===== src/trl_map.svh =====
`ifndef TRL_MAP_SVH
`define TRL_MAP_SVH

// ======================================================================
// register offsets
`define TRL_ADDR_W        12
`define TRL_OFS_MISC_CTL  12'h600
`define TRL_OFS_STAT_MISC 12'h604
`define TRL_OFS_RUN5      12'h634
`define TRL_OFS_RUN6P     12'h638
`define TRL_OFS_STATUS    12'h63C

// ======================================================================
// field layout of limit and count registers
`define TRL_FLD_W         11
`define TRL_HI_MSB        26
`define TRL_HI_LSB        16
`define TRL_LO_MSB        10
`define TRL_LO_LSB        0

// ======================================================================
// control register bits and retry field
`define TRL_BIT_PROG      0
`define TRL_BIT_RESTORE_DEFAULTS   1
`define TRL_BIT_ENTROPY_VALID   2
`define TRL_BIT_ERR       3
`define TRL_RTY_W         4
`define TRL_RTY_MSB       19
`define TRL_RTY_LSB       16

// ======================================================================
// status failure bits
`define TRL_FAIL_6P_ONE   11
`define TRL_FAIL_6P_ZERO  10
`define TRL_FAIL_5_ONE    9
`define TRL_FAIL_5_ZERO   8
`define TRL_FAIL_W        16

// ======================================================================
// defaults and run length constants
`define TRL_DEF_RANGE     11'h02E
`define TRL_DEF_MAX       11'h02F
`define TRL_DEF_RETRY     4'h1
`define TRL_SAMPLE_BITS   256
`define TRL_LEN_W         3
`define TRL_LEN_FIVE      3'h5
`define TRL_LEN_SIX       3'h6

`endif


===== src/trl_pkg.sv =====
`include "trl_map.svh"

package trl_pkg;
  typedef logic [`TRL_FLD_W-1:0] trl_cnt_type;
  typedef logic [`TRL_RTY_W-1:0] trl_rty_type;
  typedef logic [`TRL_ADDR_W-1:0] trl_addr_type;

  typedef enum logic [3:0] {
    TRL_IDLE   = 4'b0001,
    TRL_SAMPLE = 4'b0010,
    TRL_CHECK  = 4'b0100,
    TRL_DONE   = 4'b1000
  } trl_state_type;
endpackage


===== src/trl_run_if.sv =====
`timescale 1ns/10ps
`default_nettype none

interface trl_run_if;
  logic sample_bit;
  logic sample_valid;
  logic clear;
  logic len5_one;
  logic len5_zero;
  logic len6_one;
  logic len6_zero;

  modport detector (
    input  sample_bit, sample_valid, clear,
    output len5_one, len5_zero, len6_one, len6_zero
  );
  modport ctrl (
    output sample_bit, sample_valid, clear,
    input  len5_one, len5_zero, len6_one, len6_zero
  );
endinterface

`default_nettype wire


===== src/trl_run_length_check.sv =====
`timescale 1ns/10ps
`default_nettype none
`include "trl_map.svh"

module trl_run_length_check #(
  parameter int SAMPLE_BITS = `TRL_SAMPLE_BITS
) (
  input  wire logic                clk,
  input  wire logic                rst_n,
  input  wire trl_pkg::trl_addr_type addr,
  input  wire logic [31:0]         wdata,
  input  wire logic                wr_en,
  input  wire logic                rd_en,
  output logic [31:0]              rdata,
  input  wire logic                raw_bit,
  input  wire logic                raw_bit_valid,
  input  wire logic [15:0]         other_fail,
  output logic                     entropy_valid,
  output logic                     gen_error,
  output logic                     program_mode
);
  import trl_pkg::*;

  trl_state_type       state_ff;
  logic                prog_ff;
  logic                valid_ff;
  logic                err_ff;
  trl_rty_type         retry_set_ff;
  trl_rty_type         retry_cnt_ff;
  trl_cnt_type         r5_rng_ff;
  trl_cnt_type         r5_max_ff;
  trl_cnt_type         r6_rng_ff;
  trl_cnt_type         r6_max_ff;
  trl_cnt_type         c5_one_ff;
  trl_cnt_type         c5_zero_ff;
  trl_cnt_type         c6_one_ff;
  trl_cnt_type         c6_zero_ff;
  logic [15:0]         fail_ff;
  logic [31:0]         rdata_ff;
  logic [15:0]         bit_cnt_ff;
  logic [3:0]          own_fail;
  logic [15:0]         nxt_fail;
  logic                any_fail;
  logic                wr_ctl;
  logic                wr_misc;
  logic                restore;
  logic                start_gen;
  logic                last_bit;
  logic [31:0]         nxt_rdata;
  trl_run_if run_bus ();

  // ======================================================================
  // helpers
  function automatic logic [31:0] pack_pair(input trl_cnt_type hi, input trl_cnt_type lo);
    logic [31:0] w;
    w = 32'h0000_0000;
    w[`TRL_HI_MSB:`TRL_HI_LSB] = hi;
    w[`TRL_LO_MSB:`TRL_LO_LSB] = lo;
    return w;
  endfunction

  // count = max - runs; a run closed by the last bit is one event behind the
  // counter in CHECK, so ev takes it off first (runs < max, runs > max - range)
  function automatic logic test_pass(input trl_cnt_type cnt, input logic ev, input trl_cnt_type rng);
    return (cnt > trl_cnt_type'(ev)) && (cnt - trl_cnt_type'(ev) < rng);
  endfunction

  function automatic trl_cnt_type dec_sat(input trl_cnt_type cnt);
    return (cnt == '0) ? cnt : cnt - trl_cnt_type'(1);
  endfunction

  // ======================================================================
  // decode
  assign wr_ctl    = wr_en && addr == `TRL_OFS_MISC_CTL;
  assign wr_misc   = wr_en && addr == `TRL_OFS_STAT_MISC;
  assign restore   = wr_ctl && wdata[`TRL_BIT_RESTORE_DEFAULTS];
  assign start_gen = state_ff == TRL_IDLE && !prog_ff;
  assign last_bit  = raw_bit_valid && bit_cnt_ff == 16'(SAMPLE_BITS - 1);

  assign own_fail[0] = !test_pass(c5_zero_ff, run_bus.len5_zero, r5_rng_ff);
  assign own_fail[1] = !test_pass(c5_one_ff, run_bus.len5_one, r5_rng_ff);
  assign own_fail[2] = !test_pass(c6_zero_ff, run_bus.len6_zero, r6_rng_ff);
  assign own_fail[3] = !test_pass(c6_one_ff, run_bus.len6_one, r6_rng_ff);

  always_comb begin
    nxt_fail = other_fail;
    nxt_fail[`TRL_FAIL_5_ZERO]  = own_fail[0];
    nxt_fail[`TRL_FAIL_5_ONE]   = own_fail[1];
    nxt_fail[`TRL_FAIL_6P_ZERO] = own_fail[2];
    nxt_fail[`TRL_FAIL_6P_ONE]  = own_fail[3];
  end

  assign any_fail = |nxt_fail;

  // ======================================================================
  // detector hookup
  assign run_bus.sample_bit   = raw_bit;
  assign run_bus.sample_valid = raw_bit_valid && state_ff == TRL_SAMPLE;
  assign run_bus.clear        = state_ff != TRL_SAMPLE;

  trl_run_detector u_detector (
    .clk   (clk),
    .rst_n (rst_n),
    .run   (run_bus.detector)
  );

  // ======================================================================
  // control register: mode select
  always_ff @(posedge clk) begin
    if (!rst_n)
      prog_ff <= 1'b1;
    else if (wr_ctl)
      prog_ff <= wdata[`TRL_BIT_PROG];
  end

  // ======================================================================
  // generation sequence
  always_ff @(posedge clk) begin
    if (!rst_n) begin
      state_ff <= TRL_IDLE;
    end else begin
      unique case (state_ff)
        TRL_IDLE: begin
          if (!prog_ff)
            state_ff <= TRL_SAMPLE;
        end
        TRL_SAMPLE: begin
          if (prog_ff)
            state_ff <= TRL_IDLE;
          else if (last_bit)
            state_ff <= TRL_CHECK;
        end
        TRL_CHECK: begin
          // retry restarts sampling with freshly loaded counters
          if (any_fail && retry_cnt_ff != '0)
            state_ff <= TRL_SAMPLE;
          else
            state_ff <= TRL_DONE;
        end
        TRL_DONE: begin
          if (prog_ff)
            state_ff <= TRL_IDLE;
        end
      endcase
    end
  end

  always_ff @(posedge clk) begin
    if (!rst_n || state_ff != TRL_SAMPLE)
      bit_cnt_ff <= 16'h0000;
    else if (raw_bit_valid)
      bit_cnt_ff <= bit_cnt_ff + 16'h0001;
  end

  // ======================================================================
  // completion flags
  always_ff @(posedge clk) begin
    if (!rst_n || prog_ff)
      valid_ff <= 1'b0;
    else if (state_ff == TRL_CHECK && !(any_fail && retry_cnt_ff != '0))
      valid_ff <= 1'b1;
  end

  always_ff @(posedge clk) begin
    if (!rst_n || start_gen)
      err_ff <= 1'b0;
    else if (state_ff == TRL_CHECK && any_fail && retry_cnt_ff == '0)
      err_ff <= 1'b1;
  end

  always_ff @(posedge clk) begin
    if (!rst_n || start_gen)
      fail_ff <= 16'h0000;
    else if (state_ff == TRL_CHECK)
      fail_ff <= nxt_fail;
  end

  // ======================================================================
  // retry setting and remaining retries
  always_ff @(posedge clk) begin
    if (!rst_n)
      retry_set_ff <= `TRL_DEF_RETRY;
    else if (wr_misc)
      retry_set_ff <= wdata[`TRL_RTY_MSB:`TRL_RTY_LSB];
  end

  always_ff @(posedge clk) begin
    if (!rst_n)
      retry_cnt_ff <= `TRL_DEF_RETRY;
    else if (wr_misc)
      retry_cnt_ff <= wdata[`TRL_RTY_MSB:`TRL_RTY_LSB];
    else if (start_gen)
      retry_cnt_ff <= retry_set_ff;
    else if (state_ff == TRL_CHECK && any_fail && retry_cnt_ff != '0)
      retry_cnt_ff <= retry_cnt_ff - trl_rty_type'(1);
  end

  // ======================================================================
  // limit registers, writable only in program mode; restore defaults reloads them in any mode
  always_ff @(posedge clk) begin
    if (!rst_n || restore) begin
      r5_rng_ff <= `TRL_DEF_RANGE;
      r5_max_ff <= `TRL_DEF_MAX;
    end else if (wr_en && prog_ff && addr == `TRL_OFS_RUN5) begin
      r5_rng_ff <= wdata[`TRL_HI_MSB:`TRL_HI_LSB];
      r5_max_ff <= wdata[`TRL_LO_MSB:`TRL_LO_LSB];
    end
  end

  always_ff @(posedge clk) begin
    if (!rst_n || restore) begin
      r6_rng_ff <= `TRL_DEF_RANGE;
      r6_max_ff <= `TRL_DEF_MAX;
    end else if (wr_en && prog_ff && addr == `TRL_OFS_RUN6P) begin
      r6_rng_ff <= wdata[`TRL_HI_MSB:`TRL_HI_LSB];
      r6_max_ff <= wdata[`TRL_LO_MSB:`TRL_LO_LSB];
    end
  end

  // ======================================================================
  // run counters; reloaded from max at every pass, so a retry starts clean
  always_ff @(posedge clk) begin
    if (!rst_n) begin
      c5_one_ff  <= '0;
      c5_zero_ff <= '0;
    end else if (start_gen || (state_ff == TRL_CHECK && any_fail && retry_cnt_ff != '0)) begin
      c5_one_ff  <= r5_max_ff;
      c5_zero_ff <= r5_max_ff;
    end else begin
      if (run_bus.len5_one)
        c5_one_ff <= dec_sat(c5_one_ff);
      if (run_bus.len5_zero)
        c5_zero_ff <= dec_sat(c5_zero_ff);
    end
  end

  always_ff @(posedge clk) begin
    if (!rst_n) begin
      c6_one_ff  <= '0;
      c6_zero_ff <= '0;
    end else if (start_gen || (state_ff == TRL_CHECK && any_fail && retry_cnt_ff != '0)) begin
      c6_one_ff  <= r6_max_ff;
      c6_zero_ff <= r6_max_ff;
    end else begin
      if (run_bus.len6_one)
        c6_one_ff <= dec_sat(c6_one_ff);
      if (run_bus.len6_zero)
        c6_zero_ff <= dec_sat(c6_zero_ff);
    end
  end

  // ======================================================================
  // read mux; writes to count and status addresses fall through unused
  always_comb begin
    nxt_rdata = 32'h0000_0000;
    unique case (addr)
      `TRL_OFS_MISC_CTL: begin
        nxt_rdata[`TRL_BIT_PROG]    = prog_ff;
        nxt_rdata[`TRL_BIT_ENTROPY_VALID] = valid_ff;
        nxt_rdata[`TRL_BIT_ERR]     = err_ff;
      end
      `TRL_OFS_STAT_MISC: begin
        nxt_rdata[`TRL_RTY_MSB:`TRL_RTY_LSB] = retry_set_ff;
      end
      `TRL_OFS_RUN5: begin
        nxt_rdata = prog_ff ? pack_pair(r5_rng_ff, r5_max_ff)
                            : pack_pair(c5_one_ff, c5_zero_ff);
      end
      `TRL_OFS_RUN6P: begin
        nxt_rdata = prog_ff ? pack_pair(r6_rng_ff, r6_max_ff)
                            : pack_pair(c6_one_ff, c6_zero_ff);
      end
      `TRL_OFS_STATUS: begin
        if (!prog_ff) begin
          nxt_rdata[`TRL_FAIL_W-1:0]           = fail_ff;
          nxt_rdata[`TRL_RTY_MSB:`TRL_RTY_LSB] = retry_cnt_ff;
        end
      end
      default: nxt_rdata = 32'h0000_0000;
    endcase
  end

  always_ff @(posedge clk) begin
    if (!rst_n)
      rdata_ff <= 32'h0000_0000;
    else if (rd_en)
      rdata_ff <= nxt_rdata;
    else
      rdata_ff <= 32'h0000_0000;
  end

  assign rdata         = rdata_ff;
  assign entropy_valid = valid_ff;
  assign gen_error     = err_ff;
  assign program_mode  = prog_ff;
endmodule

`default_nettype wire


===== src/trl_run_detector.sv =====
`timescale 1ns/10ps
`default_nettype none
`include "trl_map.svh"

module trl_run_detector (
  input wire logic  clk,
  input wire logic  rst_n,
  trl_run_if.detector run
);
  logic                  cur_ff;
  logic [`TRL_LEN_W-1:0] len_ff;
  logic                  started_ff;
  logic                  bounded_ff;

  // ======================================================================
  // run tracking; a run only counts once an opposite bit precedes it
  always_ff @(posedge clk) begin
    if (!rst_n || run.clear) begin
      cur_ff     <= 1'b0;
      len_ff     <= '0;
      started_ff <= 1'b0;
      bounded_ff <= 1'b0;
    end else if (run.sample_valid) begin
      if (!started_ff) begin
        cur_ff     <= run.sample_bit;
        len_ff     <= `TRL_LEN_W'(1);
        started_ff <= 1'b1;
      end else if (run.sample_bit == cur_ff) begin
        // saturate: six and longer look the same
        if (len_ff != `TRL_LEN_SIX)
          len_ff <= len_ff + `TRL_LEN_W'(1);
      end else begin
        cur_ff     <= run.sample_bit;
        len_ff     <= `TRL_LEN_W'(1);
        bounded_ff <= 1'b1;
      end
    end
  end

  // ======================================================================
  // one-cycle events when a bounded run closes
  always_ff @(posedge clk) begin
    if (!rst_n || run.clear) begin
      run.len5_one  <= 1'b0;
      run.len5_zero <= 1'b0;
      run.len6_one  <= 1'b0;
      run.len6_zero <= 1'b0;
    end else begin
      run.len5_one  <= 1'b0;
      run.len5_zero <= 1'b0;
      run.len6_one  <= 1'b0;
      run.len6_zero <= 1'b0;
      if (run.sample_valid && started_ff && bounded_ff && run.sample_bit != cur_ff) begin
        run.len5_one  <= cur_ff && len_ff == `TRL_LEN_FIVE;
        run.len5_zero <= !cur_ff && len_ff == `TRL_LEN_FIVE;
        run.len6_one  <= cur_ff && len_ff == `TRL_LEN_SIX;
        run.len6_zero <= !cur_ff && len_ff == `TRL_LEN_SIX;
      end
    end
  end
endmodule

`default_nettype wire


===== config.mk =====
export PLATFORM = sky130hd
export DESIGN_NAME = trl_run_length_check
export DESIGN_NICKNAME = d
export VERILOG_FILES = /design/src/trl_pkg.sv /design/src/trl_run_if.sv /design/src/trl_run_length_check.sv /design/src/trl_run_detector.sv
export VERILOG_INCLUDE_DIRS = /design/src
export SDC_FILE = /design/constraint.sdc
export NUM_CORES = 1
export LEC_CHECK = 0
export BUFFER_PORTS_ARGS = -buffer_cell sky130_fd_sc_hd__buf_2
export CORE_MARGIN = 3
export CORE_UTILIZATION = 60
export DETAILED_ROUTE_END_ITERATION = 8
export PLACE_DENSITY_LB_ADDON = 0.12
export SLEW_MARGIN = 5
export SYNTH_ARGS = -nofsm -noshare
export SYNTH_HDL_FRONTEND = slang
export SYNTH_HIERARCHICAL = 1
export SYNTH_SLANG_ARGS = --single-unit

===== constraint.sdc =====
create_clock -name clk -period 10.67 [get_ports clk]
set_clock_uncertainty 0.15 [all_clocks]
set_input_delay 1.6005 -clock clk [delete_from_list [all_inputs] [get_ports clk]]
set_output_delay 1.6005 -clock clk [all_outputs]
set_load 0.05 [all_outputs]

==> results.md, run 1 <==
- Tot Pwr: between 0.001 and 0.0015 W
- Core area: between 15000 and 20000 µm²
- Layout Cells excl Fill: approximately 1.5k
- Arrival @ worst endpoint: approximately 5.0 ns
- Die H: between 100 and 150 µm
- Die width: about 130 µm
- Port Buffer Count: between 80 and 90
- Area growth, synth to finish: 9.323%
- Sw Ratio: 0.2451
- Num CTS Buffers: 17
- CTS-repair resized insts: 0
- F_max: about 210 MHz
- Total gr overflow: 0
- Maximum vdd drop: 0.1118 mV
- Clk_lat worst skew: approximately 0.43 ns
- Residual DRC: 0
- Synth Cell Area: ~10000 µm²
- I/O pin total: between 100 and 150
- Layout cells sized above 1: 0.1315
- Drt first pass iters: 6
- Gate power share: 0.049
- Unrepaired setup endpoints after global routing: false
- Site Rows: between 40 and 50
- Final antenna-violating net count: 0
- Die ar.: around 18000 µm²
- Root cell of the clock tree: clkbuf_16
- Slew @ Worst Pin: between 1 and 1.5 ns
- Post-synthesis sequential area ratio: 0.3458
- Antenna fix cells: 0
- Post-synthesis async set-or-reset flop share: 0
- Power per Cell Area: about 120 nW/µm²
- Worst setup SP type: register
- Switching Power: approximately 0.00033 W
- Finished Core Util: 0.6780
- Fin. Hold Viols: 0
- Clock Tree Buf Depth: 2
- Clock power share: 0.463
- Initial antenna violation count: 0
- Cell taking the most area after synthesis: dfxtp_1
- Max Cap Viol: 0
- Final Instance Area: between 10000 and 15000 µm²
- Hpwl dp: slightly below 20000 µm
- GRT Util Overall: 0.3012
- P_int: between 0.001 and 0.0015 W
- Synth Register Bits: roughly 170
- Placer Congestion: 0.9683
- R2R setup slack: 5.86 ns
- Final net count: 1369
- Leakage power total: about 4.6 nW
- Setup repair bufs after CTS: 0
- Max-slew violation count: 0
- Cells after synthesis: approximately 1.2k
- Worst hold path class: register to register
- Post-CTS Hold Fix Bufs: 0
- Max FFs per register: 27
- Via count: around 8.9k
- Status: finished, final reports clean
- Most frequent cell after synthesis: nand2_1
- First-pass GRT wire length: about 43000 µm
- CTS clock-pin slew for the worst setup and hold paths: around 0.070 ns
- Largest net degree at the start of global routing: between 60 and 70
- H-tree depth: 4
- Post-synth EDFFs: 0
- Placed cell area: 10300 µm²
- Placed cell count: ~1.4k
- Setup CP Type: register to register
- Crit path required time: roughly 11 ns
- Final period utilization: 0.4505
- TritonCTS clock tree: yes
- Vias in the first global route: around 8.3k
- Routed vias/inst: 6.033
- Post-synth top flop: dfxtp_1
- Sequential share of power: 0.487
- Synth Warn #: 6
- Filler Cell Count: between 1k and 1.5k
- Routed WL per cell: ~19 µm
- Wirelength, routed: around 27000 µm
- Crit-path max FO: 44
- Commonest cells post-synth: 244 x nand2_1, 172 x dfxtp_1, 82 x a21oi_1, 75 x nor2_1, 61 x ha_1
- Initial Util: 0.6201
- Netlist cell types: 78
- # clock sinks: roughly 170
- Synth area leaders: dfxtp_1 35%, nand2_1 9.2%, ha_1 7.7%
- Slew HR: 0.2702
- Drt first-iter violations: 911
- Fin crit period: between 4 and 5 ns
- Crit end category: register
- Mean Syn Cell Area: between 8 and 9 µm²
- Sum Neg Setup Slack: 0 ns
- Area fraction of the dominant cell type after synthesis: 0.3458
- Setup-failing EPs final: 0
-- power groups by stage --
stage,Sequential (W),Combinational (W),Clock (W)
global route,0.000651,0.0000724,0.000649
CTS,0.000650,0.0000655,0.000625
global placement,0.000665,0.0000649,0
finish,0.000650,0.0000658,0.000618
detailed placement,0.000665,0.0000651,0
floorplan,0.000663,0.0000433,0
-- logic make-up (layout without fill, tap and decap cells) --
logic type / Yosys count / in the layout / share of synthesized area
fa+ha+maj: 61 / 61 / 0.07664
flops: 172 / 172 / 0.3458
buf+inv: 132 / 167 / 0.05968
compound gates: 219 / 219 / 0.1485
simple gates: 483 / 483 / 0.2280
other cells: 1 / 5 / 0.0003766
mux: 55 / 55 / 0.05842
xor+xnor: 93 / 93 / 0.08255
-- routing by layer --
metal / vias up / part of all wire / GRT usage
li1: 4298 / - / -
met1: 4190 / 0.45 / 0.4096
met2: 335 / 0.47 / 0.4908
met3: 51 / 0.066 / 0.05142
met4: 0 / 0.020 / 0.09502
met5: - / 0 / 0
-- critical path, cell delays in order, from the launching register on --
cell      delay (ns)
dfxtp_1         0.34
inv_1           0.19
ha_1            0.23
ha_1            0.20
nand2_1         0.07
or2_2           0.32
nor3_1          0.23
xor2_1          0.21
ha_1            0.27
and4_1          0.21
a221o_1         0.33
a211oi_1        0.51
nand4_2         0.38
a21oi_4         0.20
buf_4           0.57
mux2i_1         0.26
-- final cells by class --
| type | count | area, µm² | area share |
|---|---|---|---|
| Timing Repair Buffer | 89 | 465.4 | 0.04275 |
| Multi-Input combinational cell | 916 | 5949 | 0.5465 |
| Tap cell | 216 | 270.3 | 0.02482 |
| Inverter | 46 | 172.7 | 0.01586 |
| Clock buffer | 19 | 452.9 | 0.04160 |
| Clock inverter | 13 | 132.6 | 0.01218 |
| Sequential cell | 172 | 3443 | 0.3163 |
-- path summary, 6_finish.rpt --
kind	start	end	depth (start not counted)
max	c6_zero_ff[0]$_SDFFE_PN0P_	c5_one_ff[0]$_SDFFE_PN0P_	15
min	fail_ff[15]$_SDFFE_PP0P_	fail_ff[15]$_SDFFE_PP0P_	2
min reg2reg	fail_ff[15]$_SDFFE_PP0P_	fail_ff[15]$_SDFFE_PP0P_	2
max reg2reg	c6_zero_ff[0]$_SDFFE_PN0P_	c5_one_ff[0]$_SDFFE_PN0P_	15
-- cells in the final DEF, fill, tap and decap left out, types with 5 or more instances in the layout --
master,synthesis,routed
a221oi_1,10,10
or3_1,16,16
dfxtp_1,172,172
o211ai_1,14,14
and3_1,8,8
o21a_1,5,5
ha_1,61,61
xnor2_1,44,44
clkbuf_16,0,17
a21oi_1,82,82
nand3b_1,6,6
o21ai_0,21,21
o221ai_1,8,8
conb_1,1,5
inv_1,45,45
mux2i_1,30,30
nand4_1,9,9
a311oi_1,10,10
buf_2,19,81
a21o_1,5,5
mux2_2,25,25
nand2b_1,5,5
xor2_1,48,48
nand2_1,244,244
and4_1,5,5
a22oi_1,17,17
buf_4,6,8
nor3_1,27,27
nor2_1,75,75
nor4_1,18,18
a31oi_1,9,9
and2_1,12,12
a211oi_1,6,6
nand3_1,31,31
-- metrics by stage --
stage	hold slack, ns	setup slack, ns
6_report	0.2997	5.863
5_1_grt	0.3196	5.610
4_1_cts	0.3021	5.956
3_5_place_dp	0.2908	5.961
3_3_place_gp	0.2833	5.994
2_1_floorplan	0.2796	7.017
(Power assumes the default switching activity.)
==> run 2: changes to the inputs <==
Clock period 10.67 ns to 4.86 ns, I/O delays scaled along.
==> results.md, run 2 (synthesis gave the netlist of run 1 again) <==
- Status: finished, final reports clean
- Vias in the first global route: between 7k and 8k
- Residual DRC: 0
- GRT Util Overall: 0.2981
- R2R setup slack: roughly 0.62 ns
- TritonCTS clock tree: yes
- Fin crit period: approximately 4.2 ns
- I/O pin total: a little over 100
- Max Cap Viol: 0
- Layout cells sized above 1: 0.1328
- Largest net degree at the start of global routing: between 40 and 50
- Slew HR: 0.3281
- CTS-repair resized insts: 0
- CP Depth: 14
- Routed vias/inst: between 5 and 6
- Core area: about 16000 µm²
- Worst setup SP type: register
- Highest-count cells in the layout ignoring fill and taps: 244 x nand2_1, 172 x dfxtp_1, 82 x a21oi_1, 81 x buf_2, 75 x nor2_1
- Hpwl dp: approximately 20000 µm
- Num CTS Buffers: 17
- Site Rows: 46
- Antenna fix cells: 0
- Final period utilization: 0.8724
- Max-slew violation count: 0
- Slew @ Worst Pin: roughly 1.0 ns
- Drt first-iter violations: around 790
- Sum Neg Setup Slack: 0 ns
- H-tree depth: 4
- FF-to-FF Start: c5_zero_ff[2]$_SDFFE_PN0P_
- Unrepaired setup endpoints after global routing: false
- Routed WL per cell: 18.36 µm
- Drt first pass iters: 5
- Crit-path max FO: 44
- Port Buffer Count: 81
- Die H: 134.8 µm
- CP top delay family: simple AND/OR/NAND/NOR gates
- Area growth, synth to finish: 9.473%
- CP bufs+invs: 1
- Fin. Hold Viols: 0
- Clk_lat worst skew: roughly 0.43 ns
- Worst r2r path cells: 14
- Arrival @ worst endpoint: 4.44 ns
- Initial Util: 0.6201
- Worst-path cell chain: or3_1 > nor2_1 > nand2_1 > nor3_1 > xor2_1 > ha_1 > a21oi_1 > a21boi_0 > a2111oi_1 > o21a_1 > nand4_2 > a21oi_4 > buf_12 > mux2i_1
- Largest stage delay on the critical path: around 0.54 ns
- Slowest cell on the critical path: or3_1
- F_max: ~240 MHz
- Filler Cell Count: between 1k and 1.5k
- Setup repair bufs after CTS: 0
- Max FFs per register: 27
- # clock sinks: about 170
- Initial antenna violation count: 0
- Worst r2r dst: c5_zero_ff[7]$_SDFFE_PN0P_
- Die width: 134.8 µm
- Crit. Startpoint: c5_zero_ff[2]$_SDFFE_PN0P_
- Post-CTS Hold Fix Bufs: 0
- Power per Cell Area: between 200 and 300 nW/µm²
- Clock Tree Buf Depth: 2
- Setup crit end: c5_zero_ff[7]$_SDFFE_PN0P_
- Setup-failing EPs final: 0
- CTS clock-pin slew for the worst setup and hold paths: around 0.070 ns
- Maximum vdd drop: between 0.2 and 0.25 mV
- Worst hold path class: register to register
- Root cell of the clock tree: clkbuf_16
- Die ar.: around 18000 µm²
- Crit path required time: 5.06 ns
- Wirelength, routed: 27060 µm
- Total gr overflow: 0
- Tot Pwr: 0.002889 W
- Placer Congestion: roughly 0.94
- Leakage power total: roughly 4.7 nW
- Commonest non-fill, non-tap cell in the layout: nand2_1
- Final net count: 1373
- Setup CP Type: register to register
- Crit end category: register
- Final antenna-violating net count: 0
- First-pass GRT wire length: roughly 43000 µm
- Via count: 8825
[run 2: cell types whose count changed in the layout (fill, tap and decap cells not counted), sizes merged]
cell,change
clkinv,-2
buf,+4
clkinvlp,+1
[run 2: how the worst min path moves through the flow]
stage / from / end / depth (start not counted)
floorplan: fail_ff[12]$_SDFFE_PP0P_ / rdata[12]$_SDFF_PN0_ / 1
global placement: fail_ff[13]$_SDFFE_PP0P_ / rdata[13]$_SDFF_PN0_ / 1
detailed placement: fail_ff[12]$_SDFFE_PP0P_ / rdata[12]$_SDFF_PN0_ / 1
CTS: fail_ff[13]$_SDFFE_PP0P_ / fail_ff[13]$_SDFFE_PP0P_ / 2
global route: fail_ff[13]$_SDFFE_PP0P_ / rdata[13]$_SDFF_PN0_ / 1
finish: fail_ff[15]$_SDFFE_PP0P_ / fail_ff[15]$_SDFFE_PP0P_ / 2
[run 2: metrics by stage]
stage / worst slack, ns / instance area, µm² / util / hold slack, ns / cells
detailed placement: 0.7663 / 10340 / 0.6441 / 0.2940 / 1443
global route: 0.3299 / 10900 / 0.6789 / 0.3153 / 1474
finish: 0.6203 / 10900 / 0.6789 / 0.3028 / 1474
global placement: 0.8391 / 10340 / 0.6441 / 0.2851 / 1443
floorplan: 1.207 / 9973 / - / 0.2796 / 1220
CTS: 0.6967 / 10900 / 0.6789 / 0.3045 / 1474
[run 2: where the power goes]
part	internal, W	total, W	switching [W]	leakage (nW)
Sequential	0.00142	0.00143	0.0000117	1.39
Clock	0.000723	0.00132	0.000593	0.265
Combinational	0.0000508	0.000146	0.0000952	3.00
[run 2: metal layers]
metal  wire, µm  GRT usage
met5          0          0
met3       1804    0.05440
met1      12030     0.4055
met2      12520     0.4808
met4        704    0.09785
[run 2: worst register-to-register path, delay by kind of cell (launching register included)]
family,cells,cell delay [ns]
and+or+nand+nor,5,1.36
AOI/OAI and AO/OA,5,1.24
DFF,1,0.42
buffers and inverters,1,0.28
muxes,1,0.28
adders and majority gates,1,0.27
xor gates and xnor gates,1,0.17
[run 2: layout make-up]
| cell class | instances | area [µm²] | share of cell area |
|---|---|---|---|
| Clock buffer | 19 | 442.9 | 0.04063 |
| Multi-Input combinational cell | 916 | 5949 | 0.5457 |
| Tap cell | 216 | 270.3 | 0.02479 |
| Inverter | 46 | 172.7 | 0.01584 |
| Sequential cell | 172 | 3443 | 0.3158 |
| Clock inverter | 12 | 115.1 | 0.01056 |
| Timing Repair Buffer | 93 | 508.0 | 0.04660 |
